### src/sfp_pkg.sv
// shared types, sizes and helpers for the store forward / prefetch unit
// assumes a single core clock domain and byte addressing
`default_nettype none
package sfp_pkg;

  // ==========================================================
  // sizes
  localparam int ADDR_W     = 32;
  localparam int DATA_W     = 64;
  localparam int SB_DEPTH   = 4;
  localparam int PF_SLOTS   = 6;
  localparam int LINE_BYTES = 64;
  localparam int LINE_OFS_W = $clog2(LINE_BYTES);
  localparam int LINE_W     = ADDR_W - LINE_OFS_W;

  // ==========================================================
  // operand size codes, log2 of the byte count
  typedef enum logic [1:0]
  {
    SZ_BYTE  = 2'h0,
    SZ_WORD  = 2'h1,
    SZ_DWORD = 2'h2,
    SZ_QWORD = 2'h3
  } sfp_size_t;

  typedef struct packed
  {
    logic [ADDR_W-1:0] addr;
    sfp_size_t         size;
    logic [DATA_W-1:0] data;
    logic              high_byte;
  } sfp_store_t;

  typedef struct packed
  {
    logic [ADDR_W-1:0] addr;
    sfp_size_t         size;
  } sfp_load_t;

  typedef struct packed
  {
    logic [ADDR_W-1:0] addr;
    sfp_size_t         size;
    logic [DATA_W-1:0] data;
  } sfp_cache_wr_t;

  typedef struct packed
  {
    logic [LINE_W-1:0] line;
    logic              write_intent;
  } sfp_pf_req_t;

  typedef struct packed
  {
    logic [LINE_W-1:0] line;
    logic              modified;
  } sfp_fill_t;

  // ==========================================================
  // helpers
  function automatic logic [3:0] sfp_bytes(input sfp_size_t sz);
    return 4'h1 << sz;
  endfunction

  // natural alignment: low address bits below the size are zero
  function automatic logic sfp_aligned(input logic [ADDR_W-1:0] a,
                                       input sfp_size_t sz);
    logic [2:0] m;
    m = 3'(sfp_bytes(sz) - 4'h1);
    return (a[2:0] & m) == 3'h0;
  endfunction

endpackage
`default_nettype wire

### src/sfp_store_buf.sv
// store buffer: in-order queue of stores, drains to the data cache
// assumes retire pulses arrive in program order, one per store
`timescale 1ns/1ps
`default_nettype none
module sfp_store_buf
  import sfp_pkg::*;
(
  // clock and reset
  input  wire logic                 clk_in,
  input  wire logic                 rst_n_in,
  // store issue and retirement
  input  wire logic                 st_valid_in,
  input  wire sfp_pkg::sfp_store_t  st_in,
  input  wire logic                 retire_in,
  output logic                      st_ready_out,
  // lookups
  input  wire sfp_pkg::sfp_load_t   ld_in,
  input  wire logic [LINE_W-1:0]    pf_line_in,
  output logic                      hit_out,
  output sfp_pkg::sfp_store_t       hit_ent_out,
  output logic                      pf_block_out,
  // data cache write
  output logic                      wr_valid_out,
  output sfp_pkg::sfp_cache_wr_t    wr_out
);
  typedef struct packed
  {
    sfp_store_t [SB_DEPTH-1:0] ent;
    logic [1:0]                head;
    logic [1:0]                tail;
    logic [2:0]                count;
    logic [2:0]                ccount;
    logic                      ready;
    logic                      wr_valid;
    sfp_cache_wr_t             wr;
  } sfp_sb_state_t;

  sfp_sb_state_t      s;
  sfp_sb_state_t      next_s;
  logic [SB_DEPTH-1:0] ovl;
  logic [SB_DEPTH-1:0] same_line;
  logic [ADDR_W:0]     l_end;

  assign l_end = {1'b0, ld_in.addr} + (ADDR_W+1)'(sfp_bytes(ld_in.size));

  // ==========================================================
  // per entry compare, only live entries take part
  for (genvar i = 0; i < SB_DEPTH; i++)
  begin : g_ent
    logic [1:0]      age;
    logic            live;
    logic [ADDR_W:0] s_end;
    assign age   = 2'(i) - s.head;
    assign live  = {1'b0, age} < s.count;
    assign s_end = {1'b0, s.ent[i].addr}
                 + (ADDR_W+1)'(sfp_bytes(s.ent[i].size));
    assign ovl[i] = live && ({1'b0, s.ent[i].addr} < l_end)
                  && ({1'b0, ld_in.addr} < s_end);
    assign same_line[i] = live
      && s.ent[i].addr[ADDR_W-1:LINE_OFS_W] == pf_line_in;
  end

  // ==========================================================
  // walk oldest to youngest so the youngest overlap wins
  always_comb
  begin
    logic [1:0] idx;
    idx = 2'h0;
    hit_out = 1'b0;
    hit_ent_out = s.ent[s.head];
    for (int k = 0; k < SB_DEPTH; k++)
    begin
      idx = s.head + 2'(k);
      if (3'(k) < s.count && ovl[idx])
      begin
        hit_out = 1'b1;
        hit_ent_out = s.ent[idx];
      end
    end
  end

  assign pf_block_out = |same_line;
  assign st_ready_out = s.ready;
  assign wr_valid_out = s.wr_valid;
  assign wr_out       = s.wr;

  // ==========================================================
  // queue update; only retired stores may drain
  always_comb
  begin
    logic push;
    logic pop;
    logic ret;
    next_s = s;
    push = st_valid_in && s.ready;
    pop  = s.ccount != 3'h0;
    ret  = retire_in && s.count > s.ccount;
    next_s.wr_valid = pop;
    if (pop)
    begin
      next_s.wr = '{s.ent[s.head].addr, s.ent[s.head].size,
                    s.ent[s.head].data};
      next_s.head = s.head + 2'h1;
    end
    if (push)
    begin
      next_s.ent[s.tail] = st_in;
      next_s.tail = s.tail + 2'h1;
    end
    next_s.count  = 3'(s.count + {2'h0, push} - {2'h0, pop});
    next_s.ccount = 3'(s.ccount + {2'h0, ret} - {2'h0, pop});
    next_s.ready  = next_s.count != 3'(SB_DEPTH);
  end

  // state register
  always_ff @(posedge clk_in or negedge rst_n_in)
  begin
    if (!rst_n_in)
    begin
      s <= '0;
      s.ready <= 1'b1;
    end
    else
      s <= next_s;
  end
endmodule
`default_nettype wire

### src/sfp_pf_queue.sv
// prefetch queue: six in-order slots, each one memory line read
// assumes memory returns fills in the order the reads were sent
`timescale 1ns/1ps
`default_nettype none
module sfp_pf_queue
  import sfp_pkg::*;
(
  // clock and reset
  input  wire logic                  clk_in,
  input  wire logic                  rst_n_in,
  // hints from the core
  input  wire logic                  hint_valid_in,
  input  wire sfp_pkg::sfp_pf_req_t  hint_in,
  output logic                       drop_out,
  // store conflict check
  output logic [LINE_W-1:0]          pf_line_out,
  input  wire logic                  block_in,
  // memory side
  output logic                       mem_valid_out,
  output sfp_pkg::sfp_pf_req_t       mem_out,
  input  wire logic                  fill_valid_in,
  output logic                       inst_valid_out,
  output sfp_pkg::sfp_fill_t         inst_out
);
  typedef struct packed
  {
    sfp_pf_req_t [PF_SLOTS-1:0] slot;
    logic [2:0]  head;
    logic [2:0]  iss;
    logic [2:0]  tail;
    logic [2:0]  count;
    logic [2:0]  pend;
    logic [2:0]  outst;
    logic        drop;
    logic        mem_valid;
    sfp_pf_req_t mem;
    logic        inst_valid;
    sfp_fill_t   inst;
  } sfp_pq_state_t;

  sfp_pq_state_t s;
  sfp_pq_state_t next_s;

  function automatic logic [2:0] inc6(input logic [2:0] p);
    return (p == 3'(PF_SLOTS - 1)) ? 3'h0 : p + 3'h1;
  endfunction

  assign pf_line_out    = s.slot[s.iss].line;
  assign drop_out       = s.drop;
  assign mem_valid_out  = s.mem_valid;
  assign mem_out        = s.mem;
  assign inst_valid_out = s.inst_valid;
  assign inst_out       = s.inst;

  // ==========================================================
  // accept, issue in order, retire on fill
  always_comb
  begin
    logic acc;
    logic iss;
    logic fill;
    next_s = s;
    fill = fill_valid_in && s.outst != 3'h0;
    acc  = hint_valid_in && (s.count != 3'(PF_SLOTS) || fill);
    iss  = s.pend != 3'h0 && !block_in;
    next_s.drop = hint_valid_in && !acc;
    next_s.mem_valid = iss;
    next_s.inst_valid = fill;
    if (iss)
    begin
      next_s.mem = s.slot[s.iss];
      next_s.iss = inc6(s.iss);
    end
    if (fill)
    begin
      next_s.inst = '{s.slot[s.head].line,
                      s.slot[s.head].write_intent};
      next_s.head = inc6(s.head);
    end
    if (acc)
    begin
      next_s.slot[s.tail] = hint_in;
      next_s.tail = inc6(s.tail);
    end
    next_s.count = 3'(s.count + {2'h0, acc} - {2'h0, fill});
    next_s.pend  = 3'(s.pend + {2'h0, acc} - {2'h0, iss});
    next_s.outst = 3'(s.outst + {2'h0, iss} - {2'h0, fill});
  end

  // state register
  always_ff @(posedge clk_in or negedge rst_n_in)
  begin
    if (!rst_n_in)
      s <= '0;
    else
      s <= next_s;
  end
endmodule
`default_nettype wire

### src/sfp_top.sv
// load/store side: store buffer with load forwarding and prefetch queue
// assumes stores older than a load are issued at least a cycle earlier
// Behaviour
// At most six prefetch reads are outstanding to memory at once.
// With six prefetches held, new hints drop until a slot frees.
// A write intent prefetch installs its line in modified state.
// A prefetch waits while a buffered store hits its line.
// Prefetch and fill move whole 64 byte lines.
// A data cache write casts the same line out of the code cache.
// A load forwards only from a store with the same start address.
// A load forwards only if it is no wider than the store.
// No forwarding when the load or the store is misaligned.
// A store of upper byte register data never forwards.
// A refused load stalls until the store has reached the cache.
// A store writes the cache only after it has retired.
// A narrow store inside a wider load makes the load wait.
// A wider store at another start address makes the load wait.
// A dword load on an aligned qword store gets its low 32 bits.
// The youngest overlapping older store decides forwarding.
`timescale 1ns/1ps
`default_nettype none
module sfp_top
  import sfp_pkg::*;
(
  // clock and reset
  input  wire logic                   CLK_SYS_IN,
  input  wire logic                   RSTN_IN,
  // store issue and retirement
  input  wire logic                   ST_VALID_IN,
  input  wire sfp_pkg::sfp_store_t    ST_IN,
  output logic                        ST_READY_OUT,
  input  wire logic                   RETIRE_IN,
  // load request and answer
  input  wire logic                   LD_VALID_IN,
  input  wire sfp_pkg::sfp_load_t     LD_IN,
  output logic                        LD_READY_OUT,
  output logic                        LD_DONE_OUT,
  output logic                        LD_FWD_OUT,
  output logic [sfp_pkg::DATA_W-1:0]  LD_DATA_OUT,
  // data cache write and code cache castout
  output logic                        DC_WR_VALID_OUT,
  output sfp_pkg::sfp_cache_wr_t      DC_WR_OUT,
  output logic                        IC_CASTOUT_VALID_OUT,
  output logic [sfp_pkg::LINE_W-1:0]  IC_CASTOUT_LINE_OUT,
  // prefetch hints
  input  wire logic                   PF_HINT_VALID_IN,
  input  wire sfp_pkg::sfp_pf_req_t   PF_HINT_IN,
  output logic                        PF_DROP_OUT,
  // memory line reads and fills
  output logic                        MEM_RD_VALID_OUT,
  output sfp_pkg::sfp_pf_req_t        MEM_RD_OUT,
  input  wire logic                   FILL_VALID_IN,
  output logic                        INSTALL_VALID_OUT,
  output sfp_pkg::sfp_fill_t          INSTALL_OUT
);
  import sfp_pkg::*;

  // ==========================================================
  // types and state
  typedef enum logic [1:0]
  {
    LS_IDLE  = 2'b01,
    LS_STALL = 2'b10
  } sfp_ld_state_t;

  typedef struct packed
  {
    sfp_ld_state_t      fsm;
    sfp_load_t          ld;
    logic               ld_ready;
    logic               ld_done;
    logic               ld_fwd;
    logic [DATA_W-1:0]  ld_data;
  } sfp_top_state_t;

  sfp_top_state_t     s;
  sfp_top_state_t     next_s;
  logic [1:0]         rst_sync;
  logic               rst_n;

  sfp_load_t          cur_ld;
  logic               active;
  logic               hit;
  sfp_store_t         hit_ent;
  logic               pf_block;
  logic [LINE_W-1:0]  pf_line;
  logic               sb_wr_valid;
  sfp_cache_wr_t      sb_wr;

  logic               addr_eq;
  logic               size_ok;
  logic               align_ok;
  logic               src_ok;
  logic               fwd_ok;
  logic [DATA_W-1:0]  fwd_data;

  // ==========================================================
  // reset release; assertion is immediate, release is clocked
  always_ff @(posedge CLK_SYS_IN or negedge RSTN_IN)
  begin
    if (!RSTN_IN)
      rst_sync <= 2'h0;
    else
      rst_sync <= {rst_sync[0], 1'b1};
  end

  assign rst_n = rst_sync[1];

  // ==========================================================
  // store buffer
  sfp_store_buf u_sfp_store_buf
  (
    .clk_in       (CLK_SYS_IN),
    .rst_n_in     (rst_n),
    .st_valid_in  (ST_VALID_IN),
    .st_in        (ST_IN),
    .retire_in    (RETIRE_IN),
    .st_ready_out (ST_READY_OUT),
    .ld_in        (cur_ld),
    .pf_line_in   (pf_line),
    .hit_out      (hit),
    .hit_ent_out  (hit_ent),
    .pf_block_out (pf_block),
    .wr_valid_out (sb_wr_valid),
    .wr_out       (sb_wr)
  );

  // ==========================================================
  // prefetch queue
  sfp_pf_queue u_sfp_pf_queue
  (
    .clk_in         (CLK_SYS_IN),
    .rst_n_in       (rst_n),
    .hint_valid_in  (PF_HINT_VALID_IN),
    .hint_in        (PF_HINT_IN),
    .drop_out       (PF_DROP_OUT),
    .pf_line_out    (pf_line),
    .block_in       (pf_block),
    .mem_valid_out  (MEM_RD_VALID_OUT),
    .mem_out        (MEM_RD_OUT),
    .fill_valid_in  (FILL_VALID_IN),
    .inst_valid_out (INSTALL_VALID_OUT),
    .inst_out       (INSTALL_OUT)
  );

  // ==========================================================
  // cache write and castout share the drain flop, so the code
  // cache sees the castout in the same cycle the data lands
  assign DC_WR_VALID_OUT      = sb_wr_valid;
  assign DC_WR_OUT            = sb_wr;
  assign IC_CASTOUT_VALID_OUT = sb_wr_valid;
  assign IC_CASTOUT_LINE_OUT  =
    sb_wr.addr[ADDR_W-1:LINE_OFS_W];

  assign LD_READY_OUT = s.ld_ready;
  assign LD_DONE_OUT  = s.ld_done;
  assign LD_FWD_OUT   = s.ld_fwd;
  assign LD_DATA_OUT  = s.ld_data;

  // ==========================================================
  // load under test: a new request, or the one held in a stall
  always_comb
  begin
    cur_ld = s.ld;
    active = 1'b0;
    if (s.fsm == LS_STALL)
      active = 1'b1;
    else if (LD_VALID_IN && s.ld_ready)
    begin
      cur_ld = LD_IN;
      active = 1'b1;
    end
  end

  // ==========================================================
  // forwarding conditions against the youngest overlapping store;
  // partial overlaps fall out as a start or size mismatch
  assign addr_eq  = cur_ld.addr == hit_ent.addr;
  assign size_ok  = cur_ld.size <= hit_ent.size;
  assign align_ok = sfp_aligned(cur_ld.addr, cur_ld.size)
                 && sfp_aligned(hit_ent.addr, hit_ent.size);
  assign src_ok   = !hit_ent.high_byte;
  assign fwd_ok   = addr_eq && size_ok && align_ok && src_ok;

  // same start address, so the load takes the low bytes
  always_comb
  begin
    case (cur_ld.size)
      SZ_BYTE:  fwd_data = {56'h0, hit_ent.data[7:0]};
      SZ_WORD:  fwd_data = {48'h0, hit_ent.data[15:0]};
      SZ_DWORD: fwd_data = {32'h0, hit_ent.data[31:0]};
      SZ_QWORD: fwd_data = hit_ent.data;
      default:  fwd_data = hit_ent.data;
    endcase
  end

  // ==========================================================
  // load sequencer; a stall re-checks every cycle and ends once
  // the blocking store has drained out of the buffer
  always_comb
  begin
    next_s = s;
    next_s.ld_done = 1'b0;
    next_s.ld_fwd  = 1'b0;
    case (s.fsm)
      LS_IDLE,
      LS_STALL:
      begin
        if (active)
        begin
          next_s.ld = cur_ld;
          if (!hit)
          begin
            next_s.fsm     = LS_IDLE;
            next_s.ld_done = 1'b1;
            next_s.ld_data = '0;
          end
          else if (fwd_ok)
          begin
            next_s.fsm     = LS_IDLE;
            next_s.ld_done = 1'b1;
            next_s.ld_fwd  = 1'b1;
            next_s.ld_data = fwd_data;
          end
          else
            next_s.fsm = LS_STALL;
        end
      end
      default:
        next_s.fsm = LS_IDLE;
    endcase
    next_s.ld_ready = next_s.fsm == LS_IDLE;
  end

  // state register
  always_ff @(posedge CLK_SYS_IN or negedge rst_n)
  begin
    if (!rst_n)
    begin
      s <= '0;
      s.fsm <= LS_IDLE;
      s.ld_ready <= 1'b1;
    end
    else
      s <= next_s;
  end
endmodule
`default_nettype wire

### config.mk
export PLATFORM = sky130hd
export DESIGN_NAME = sfp_top
export DESIGN_NICKNAME = d
export VERILOG_FILES = /design/src/sfp_pkg.sv /design/src/sfp_store_buf.sv /design/src/sfp_pf_queue.sv /design/src/sfp_top.sv
export SDC_FILE = /design/constraint.sdc
export NUM_CORES = 2
export LEC_CHECK = 0
export BUFFER_PORTS_ARGS = -buffer_cell sky130_fd_sc_hd__buf_4
export CAP_MARGIN = 20
export CORE_MARGIN = 2
export CORE_UTILIZATION = 30
export CTS_CLUSTER_DIAMETER = 30
export DETAILED_ROUTE_END_ITERATION = 8
export PLACE_DENSITY = 0.43
export SYNTH_ARGS = -nofsm -noshare
export SYNTH_HDL_FRONTEND = slang
export SYNTH_SLANG_ARGS = --single-unit
### constraint.sdc
create_clock -name CLK_SYS_IN -period 24.9 [get_ports CLK_SYS_IN]
set_clock_uncertainty 0.1 [all_clocks]
set_input_delay 1.245 -clock CLK_SYS_IN [delete_from_list [all_inputs] [get_ports CLK_SYS_IN]]
set_output_delay 1.245 -clock CLK_SYS_IN [all_outputs]
set_load 0.03 [all_outputs]
# After elaboration in Yosys (flattened, before gate mapping)
# Index checks and enable logic that the tools add are counted.
[word_totals]
word_cells = 233
regBits = 848
output_inout_bits = 251
latch_bits = 0
mem_count = 0
ramBits = 0
input_bits = 167
mem_bits_ro = 0
[op_classes]
n_lt_le_gt_ge = 28
eq_ne = 17
n_mul = 0
bitwise = 2
n_mux = 51
n_shift = 6
n_reduce_logical = 43
add_sub_neg = 28
div_mod_pow = 0
[ops]
columns = ["operator", "n"]
rows = [
  ["$bmux W99 S2", 4],
  ["$mux W99", 8],
  ["$bwmux W396", 1],
  ["$lt A32 B33 Y1", 8],
  ["$pmux W64 S4", 1],
  ["$demux W99 S2", 1],
  ["$mux W66", 3],
  ["$add A32 B4 Y33", 5],
  ["$bmux W27 S3", 2],
  ["$bwmux W162", 1],
  ["$eq A26 B26 Y1", 4],
  ["$demux W27 S3", 1],
  ["$mux W27", 3],
  ["$mux W34", 2],
  ["$mux W64", 1],
  ["$mux W36", 1],
  ["$eq A32 B32 Y1", 1],
  ["$logic_and A1 B1 Y1", 29],
  ["$shl A1 B2 Y4 const A", 5],
  ["$add A3 B1 Y3", 5],
  ["$lt A2 B3 Y1 const B", 5],
  ["$sub A3 B1 Y3", 5],
  ["$lt A2 B3 Y1", 4],
  ["$lt A3 B4 Y1 const B", 3],
  ["32 further kinds", 72],
]

# Logic depth before layout (Yosys ltp)
[logic_depth]
ltp_word = 26
ltp_mapped = 49
mapped_depth_nobuf = 43

# Modules after synthesis
# From an unflattened synthesis, not the netlist that was laid out.
[hier_totals]
hier_cells = 6043
area_unflattened_um2 = 61179.9
[by_module_without_submodules]
columns = ["module", "cells_each", "seq_area_each_um2", "area_per_inst_um2", "n_inst"]
rows = [
  ["sfp_store_buf", 4626, 12663.4, 43331.6, 1],
  ["sfp_pf_queue", 816, 5930.7, 11907.7, 1],
  ["sfp_top", 601, 2630.0, 5940.7, 1],
]

# Worst setup path before layout
# OpenSTA, ideal clock, no wires.
[synth_path]
path_kind = "input port to flip-flop"
from = "input LD_VALID_IN"
to = "register s, in the netlist LD_DATA_OUT[53]"
n_path_buf = 5
arrival_ps = 11081
path_stages = 45
setup_ps = 132
required_ps = 24668
path_slack_ps = 13586
cell_sequence = "and3b_1 > buf_2 > buf_1 > clkbuf_1 > mux2i_1 > nor2_1 > ha_1 > a21o_1 > a21oi_1 > inv_1 > a21oi_1 > nor2_1 > nand3_1 > nor3_1 > nand4_1 > or3_1 > nor4_1 > nand4_1 > [... 9 more ...] > nor2_4 > mux2_2 > o22ai_1 > ha_1 > nor2_1 > nor2_1 > o21ai_0 > or4_1 > nor4_1 > nand4_1 > o21ai_0 > o2111a_1 > o2111ai_1 > or3_1 > buf_2 > buf_1 > o211ai_1 > o21ai_1"
[synth_via]
elab_chain_cells = 23
[synth_rtl]
columns = ["element", "line", "rtl"]
rows = [
  ["start: declaration", "sfp_top.sv:34", "input wire logic LD_VALID_IN,"],
  ["$logic_and A1 B1 Y1 (*)", "sfp_top.sv:168", "else if (LD_VALID_IN && s.ld_ready)"],
  ["$mux W34", "sfp_top.sv:168", ""],
  ["$mux W34", "sfp_top.sv:166", "if (s.fsm == LS_STALL)"],
  ["$shl A1 B2 Y4", "sfp_pkg.sv:62", "return 4'h1 << sz;"],
  ["$add A32 B4 Y33", "sfp_store_buf.sv:44", "assign l_end = {1'b0, ld_in.addr} + (ADDR_W+1)'(sfp_bytes(ld_in.size));"],
  ["$lt A32 B33 Y1", "sfp_store_buf.sv:57", "assign ovl[i] = live && ({1'b0, s.ent[i].addr} < l_end)"],
  ["$logic_and A1 B1 Y1", "sfp_store_buf.sv:57", ""],
  ["$logic_and A1 B1 Y1", "sfp_store_buf.sv:58", "&& ({1'b0, ld_in.addr} < s_end);"],
  ["[... 6 more ...]", "n/a", ""],
  ["$shl A1 B2 Y3", "sfp_pkg.sv:62", ""],
  ["$sub A3 B1 Y3", "sfp_pkg.sv:69", "m = 3'(sfp_bytes(sz) - 4'h1);"],
  ["$and A3 B3 Y3", "sfp_pkg.sv:70", "return (a[2:0] & m) == 3'h0;"],
  ["$logic_not A3 Y1", "sfp_pkg.sv:70", ""],
  ["$logic_and A1 B1 Y1", "sfp_top.sv:181", "&& sfp_aligned(hit_ent.addr, hit_ent.size);"],
  ["$logic_and A1 B1 Y1 (2 in series)", "sfp_top.sv:183", "assign fwd_ok = addr_eq && size_ok && align_ok && src_ok;"],
  ["$ne A2 B1 Y1 (no source line)", "n/a", ""],
  ["$reduce_and A3 Y1 (no source line)", "n/a", ""],
  ["end signal: assignment", "sfp_top.sv:245", "s <= next_s;"],
  ["end: declaration", "sfp_top.sv:76", "sfp_top_state_t s;"],
]
# Mark *: on every way between the ends. The rest lies on a longest branch, timed or not. The select of a mux whose other input is x is not followed.
# A chain may end at the register's enable or synchronous reset.

==> impl_metrics.ini <==
[setup_path]
crit_path_max_incr_delay_ns = 0.89
critPathSlowestCell = nor4_1
crit_path_end_kind = flop
critical_path_class = flop to flop
required_ns = 25.47
worst-path-max-fanout = 56
arrival_ns = 14.98
critPathLaunchType = flop

[die]
fp.dieH_um = 447.9
rows = 162
die_area_mm2 = 0.2006
initial_core_util_pct = 30.25
die_w_um = 447.9
core_mm2 = 0.1954
io_pins = 418

[placement]
place_hpwl_um = 169700
place_area_mm2 = 0.06321
gp_congestion = 0.9819
pre_cts_slack_ns = 9.999
io_buffer_count = 417

[clocking]
htreeDepth = 5
cts_hold_repair.buffers = 1
clk_path_buf_depth = 4
post_cts_resized = 0
cts_root_buffer = clkbuf_16
postCtsSetupBuffers = 0
clkTransAtPathRegs_ns = 0.04
insertion_delay_ns = 0.94
cts_tree = done
numCtsBuffers = 275
cts_num_sinks = 848

[logic_synthesis]
yosysTopAreaCellShare_pct = 35.77
ys_ff_latch = 848
post-synth-top-area-cell = dfrtp_1
syn_inst = 5808
synth-edff-count = 0
ys_top_cells_by_area = dfrtp_1 36%, mux2_2 17%, ha_1 6.2%, o21ai_0 3.8%, mux4_2 3.4%
yosysUniqueCellTypes = 95
synth_flop_cell = dfrtp_1
async_flop_share_pct = 100.0
ys_seq_area_share_pct = 35.91
syn_area_mm2 = 0.05911
syn_area_per_cell_um2 = 10.18
yosysWarnings = 0
syn-num-nets = 6279

[finish]
final_area_mm2 = 0.07247
final_util_pct = 37.09
fill_cells = 19430
multi_input_area_mm2 = 0.03406
nets = 6435
syn_to_final_growth_pct = 22.60
layout-drive-gt1-share_pct = 33.04
regArea_mm2 = 0.02124

[run]
drv_cap = 0

[timing]
finalWorstSetupSlack_ns = 10.49
setup_violations = 0
period_share_pct = 57.86
fmax_mhz = 69.41
min_period_ns = 14.41
report.final.slew_viol_count = 0
max-slew-margin-rel_pct = 17.07
tightest_slew_ns = 1.231
finalHoldViolations = 0
rsz0062_at_grt = false
finalSetupTns_ns = 0

[routing]
drt-initial-drc-count = 3745
antenna_left = 0
wire_per_inst_um = 27.28
drtPass1Iterations = 6
vias_per_cell = 5.476
drc = 0
wirelength_um = 239600
vias = 48100

[grt]
grt_pass1_wl_um = 344000
grt_pass1_vias = 47560
track_usage_pct = 23.45
grt-ovfl-total = 0
antenna_found_initial = 17
grt_max_degree = 145

[outcome]
outcome = finished, final reports clean

[hold_path]
hp-class = flop to asynchronous set/reset pin
[critical path, delay by kind of cell (launching register included)]
family	cells	cell delay, ns
adder cells (fa/ha/maj)	4	1.14
AO/OA/AOI/OAI	15	3.56
AND/OR/NAND/NOR	16	5.75
buffers and inverters	6	1.55
multiplexers	2	1.14
XOR/XNOR	1	0.44
flip-flops	1	0.35
[area by class of cell]
type / instances / area share, %
diodes: 16 / 0.05525
clock inverters: 93 / 2.001
inverters: 113 / 0.5853
well taps: 2624 / 4.530
multi-input cells: 4165 / 46.99
flip-flops and latches: 848 / 29.30
repair buffers: 561 / 5.918
clock buffers: 364 / 10.61
[path summary, 6_finish.rpt]
kind / start / to / slack (ns) / depth (start not counted)
max in group asynchronous: rst_sync[1] / u_sfp_store_buf.s[328] / 20.46 / 4
max: s[101] / LD_DATA_OUT[60] / 10.49 / 44
min reg2reg: rst_sync[1] / u_sfp_pf_queue.s[59] / 0.19 / 0
min in group CLK_SYS_IN: rst_sync[0] / rst_sync[1] / 0.26 / 0
max reg2reg: s[101] / LD_DATA_OUT[60] / 10.49 / 44
min: rst_sync[1] / u_sfp_pf_queue.s[59] / 0.19 / 0
[per-layer routing]
metal  up-vias  global-route usage [%]  share of wire (%)  wire length (µm)
li1      21620                       -                  -                 -
met1     24310                   30.86                 43            103200
met2      1657                   37.09                 46            110800
met3       502                   4.246                5.9             14130
met4         8                   11.10                4.8             11450
met5         -                       0              0.023                55
[cell usage in the layout, fill, tap and decap left out, types with 11 or more instances in the layout]
cell type / Yosys / routed
mux2_2: 918 / 918
dfrtp_1: 845 / 840
buf_4: 247 / 553
o21ai_0: 443 / 443
nand2_1: 384 / 379
ha_1: 294 / 294
clkbuf_16: 0 / 279
nor2_1: 251 / 248
a21oi_1: 216 / 216
xnor2_1: 213 / 213
mux2i_1: 176 / 176
o22ai_1: 142 / 142
o221ai_1: 132 / 132
xor2_1: 110 / 110
inv_1: 108 / 106
nand3_1: 99 / 97
o211ai_1: 90 / 90
mux4_2: 88 / 88
nand4_1: 76 / 76
o21ai_1: 57 / 57
clkbuf_1: 329 / 46
nor4_1: 46 / 44
nor3_1: 43 / 41
clkbuf_8: 0 / 39
clkinv_2: 0 / 37
bufinv_16: 0 / 36
a22oi_1: 31 / 31
a221oi_1: 30 / 30
and3_1: 30 / 29
and2_1: 25 / 25
nor2b_1: 24 / 24
a211oi_1: 24 / 24
and4_1: 19 / 19
a21o_1: 18 / 18
o21a_1: 18 / 18
diode_2: 0 / 16
nand2b_1: 14 / 13
inv_6: 0 / 12
a2111oi_0: 11 / 11
[stage by stage]
stage,hold slack [ns],instances
2_1_floorplan,0.2311,5808
3_3_place_gp,0.2387,8306
3_5_place_dp,0.2364,8306
4_1_cts,0.2454,8764
5_1_grt,0.2553,8779
6_report,0.1874,8784
[logic make-up after synthesis]
kind of cell | Yosys count | share of synthesized area [%]
other | 1 | 0.006344
muxes | 1185 | 23.89
DFF | 848 | 35.91
AOI/OAI and AO/OA | 1293 | 13.68
xor gates and xnor gates | 323 | 4.786
adders and majority gates | 304 | 6.562
buffers and inverters | 795 | 6.718
and+or+nand+nor | 1059 | 8.458
[synthesized netlist by cell type, drive strengths merged (43+ instances only)]
| library cell | count |
|---|---|
| mux2 | 919 |
| dfrtp | 845 |
| o21ai | 500 |
| nand2 | 385 |
| buf | 352 |
| clkbuf | 330 |
| ha | 294 |
| nor2 | 252 |
| a21oi | 216 |
| xnor2 | 213 |
| mux2i | 178 |
| o22ai | 142 |
| o221ai | 133 |
| inv | 110 |
| xor2 | 110 |
| nand3 | 100 |
| o211ai | 90 |
| mux4 | 88 |
| nand4 | 76 |
| nor4 | 46 |
| nor3 | 43 |
[sequential cells by signal (all words and copies together) (netlist names)]
register                       cells
u_sfp_store_buf.s                406
u_sfp_pf_queue.s                 180
u_sfp_store_buf.wr_out            98
LD_DATA_OUT                       64
s                                 36
u_sfp_pf_queue.inst_out           27
u_sfp_pf_queue.mem_out            27
rst_sync                           2
LD_DONE_OUT                        1
LD_FWD_OUT                         1
LD_READY_OUT                       1
u_sfp_pf_queue.drop_out            1
u_sfp_pf_queue.inst_valid_out      1
u_sfp_pf_queue.mem_valid_out       1
u_sfp_store_buf.st_ready_out       1
u_sfp_store_buf.wr_valid_out       1
Power is left out: the tool's default activity adds up to more than one toggle a clock period on the data nets, which glitch-free logic cannot reach.
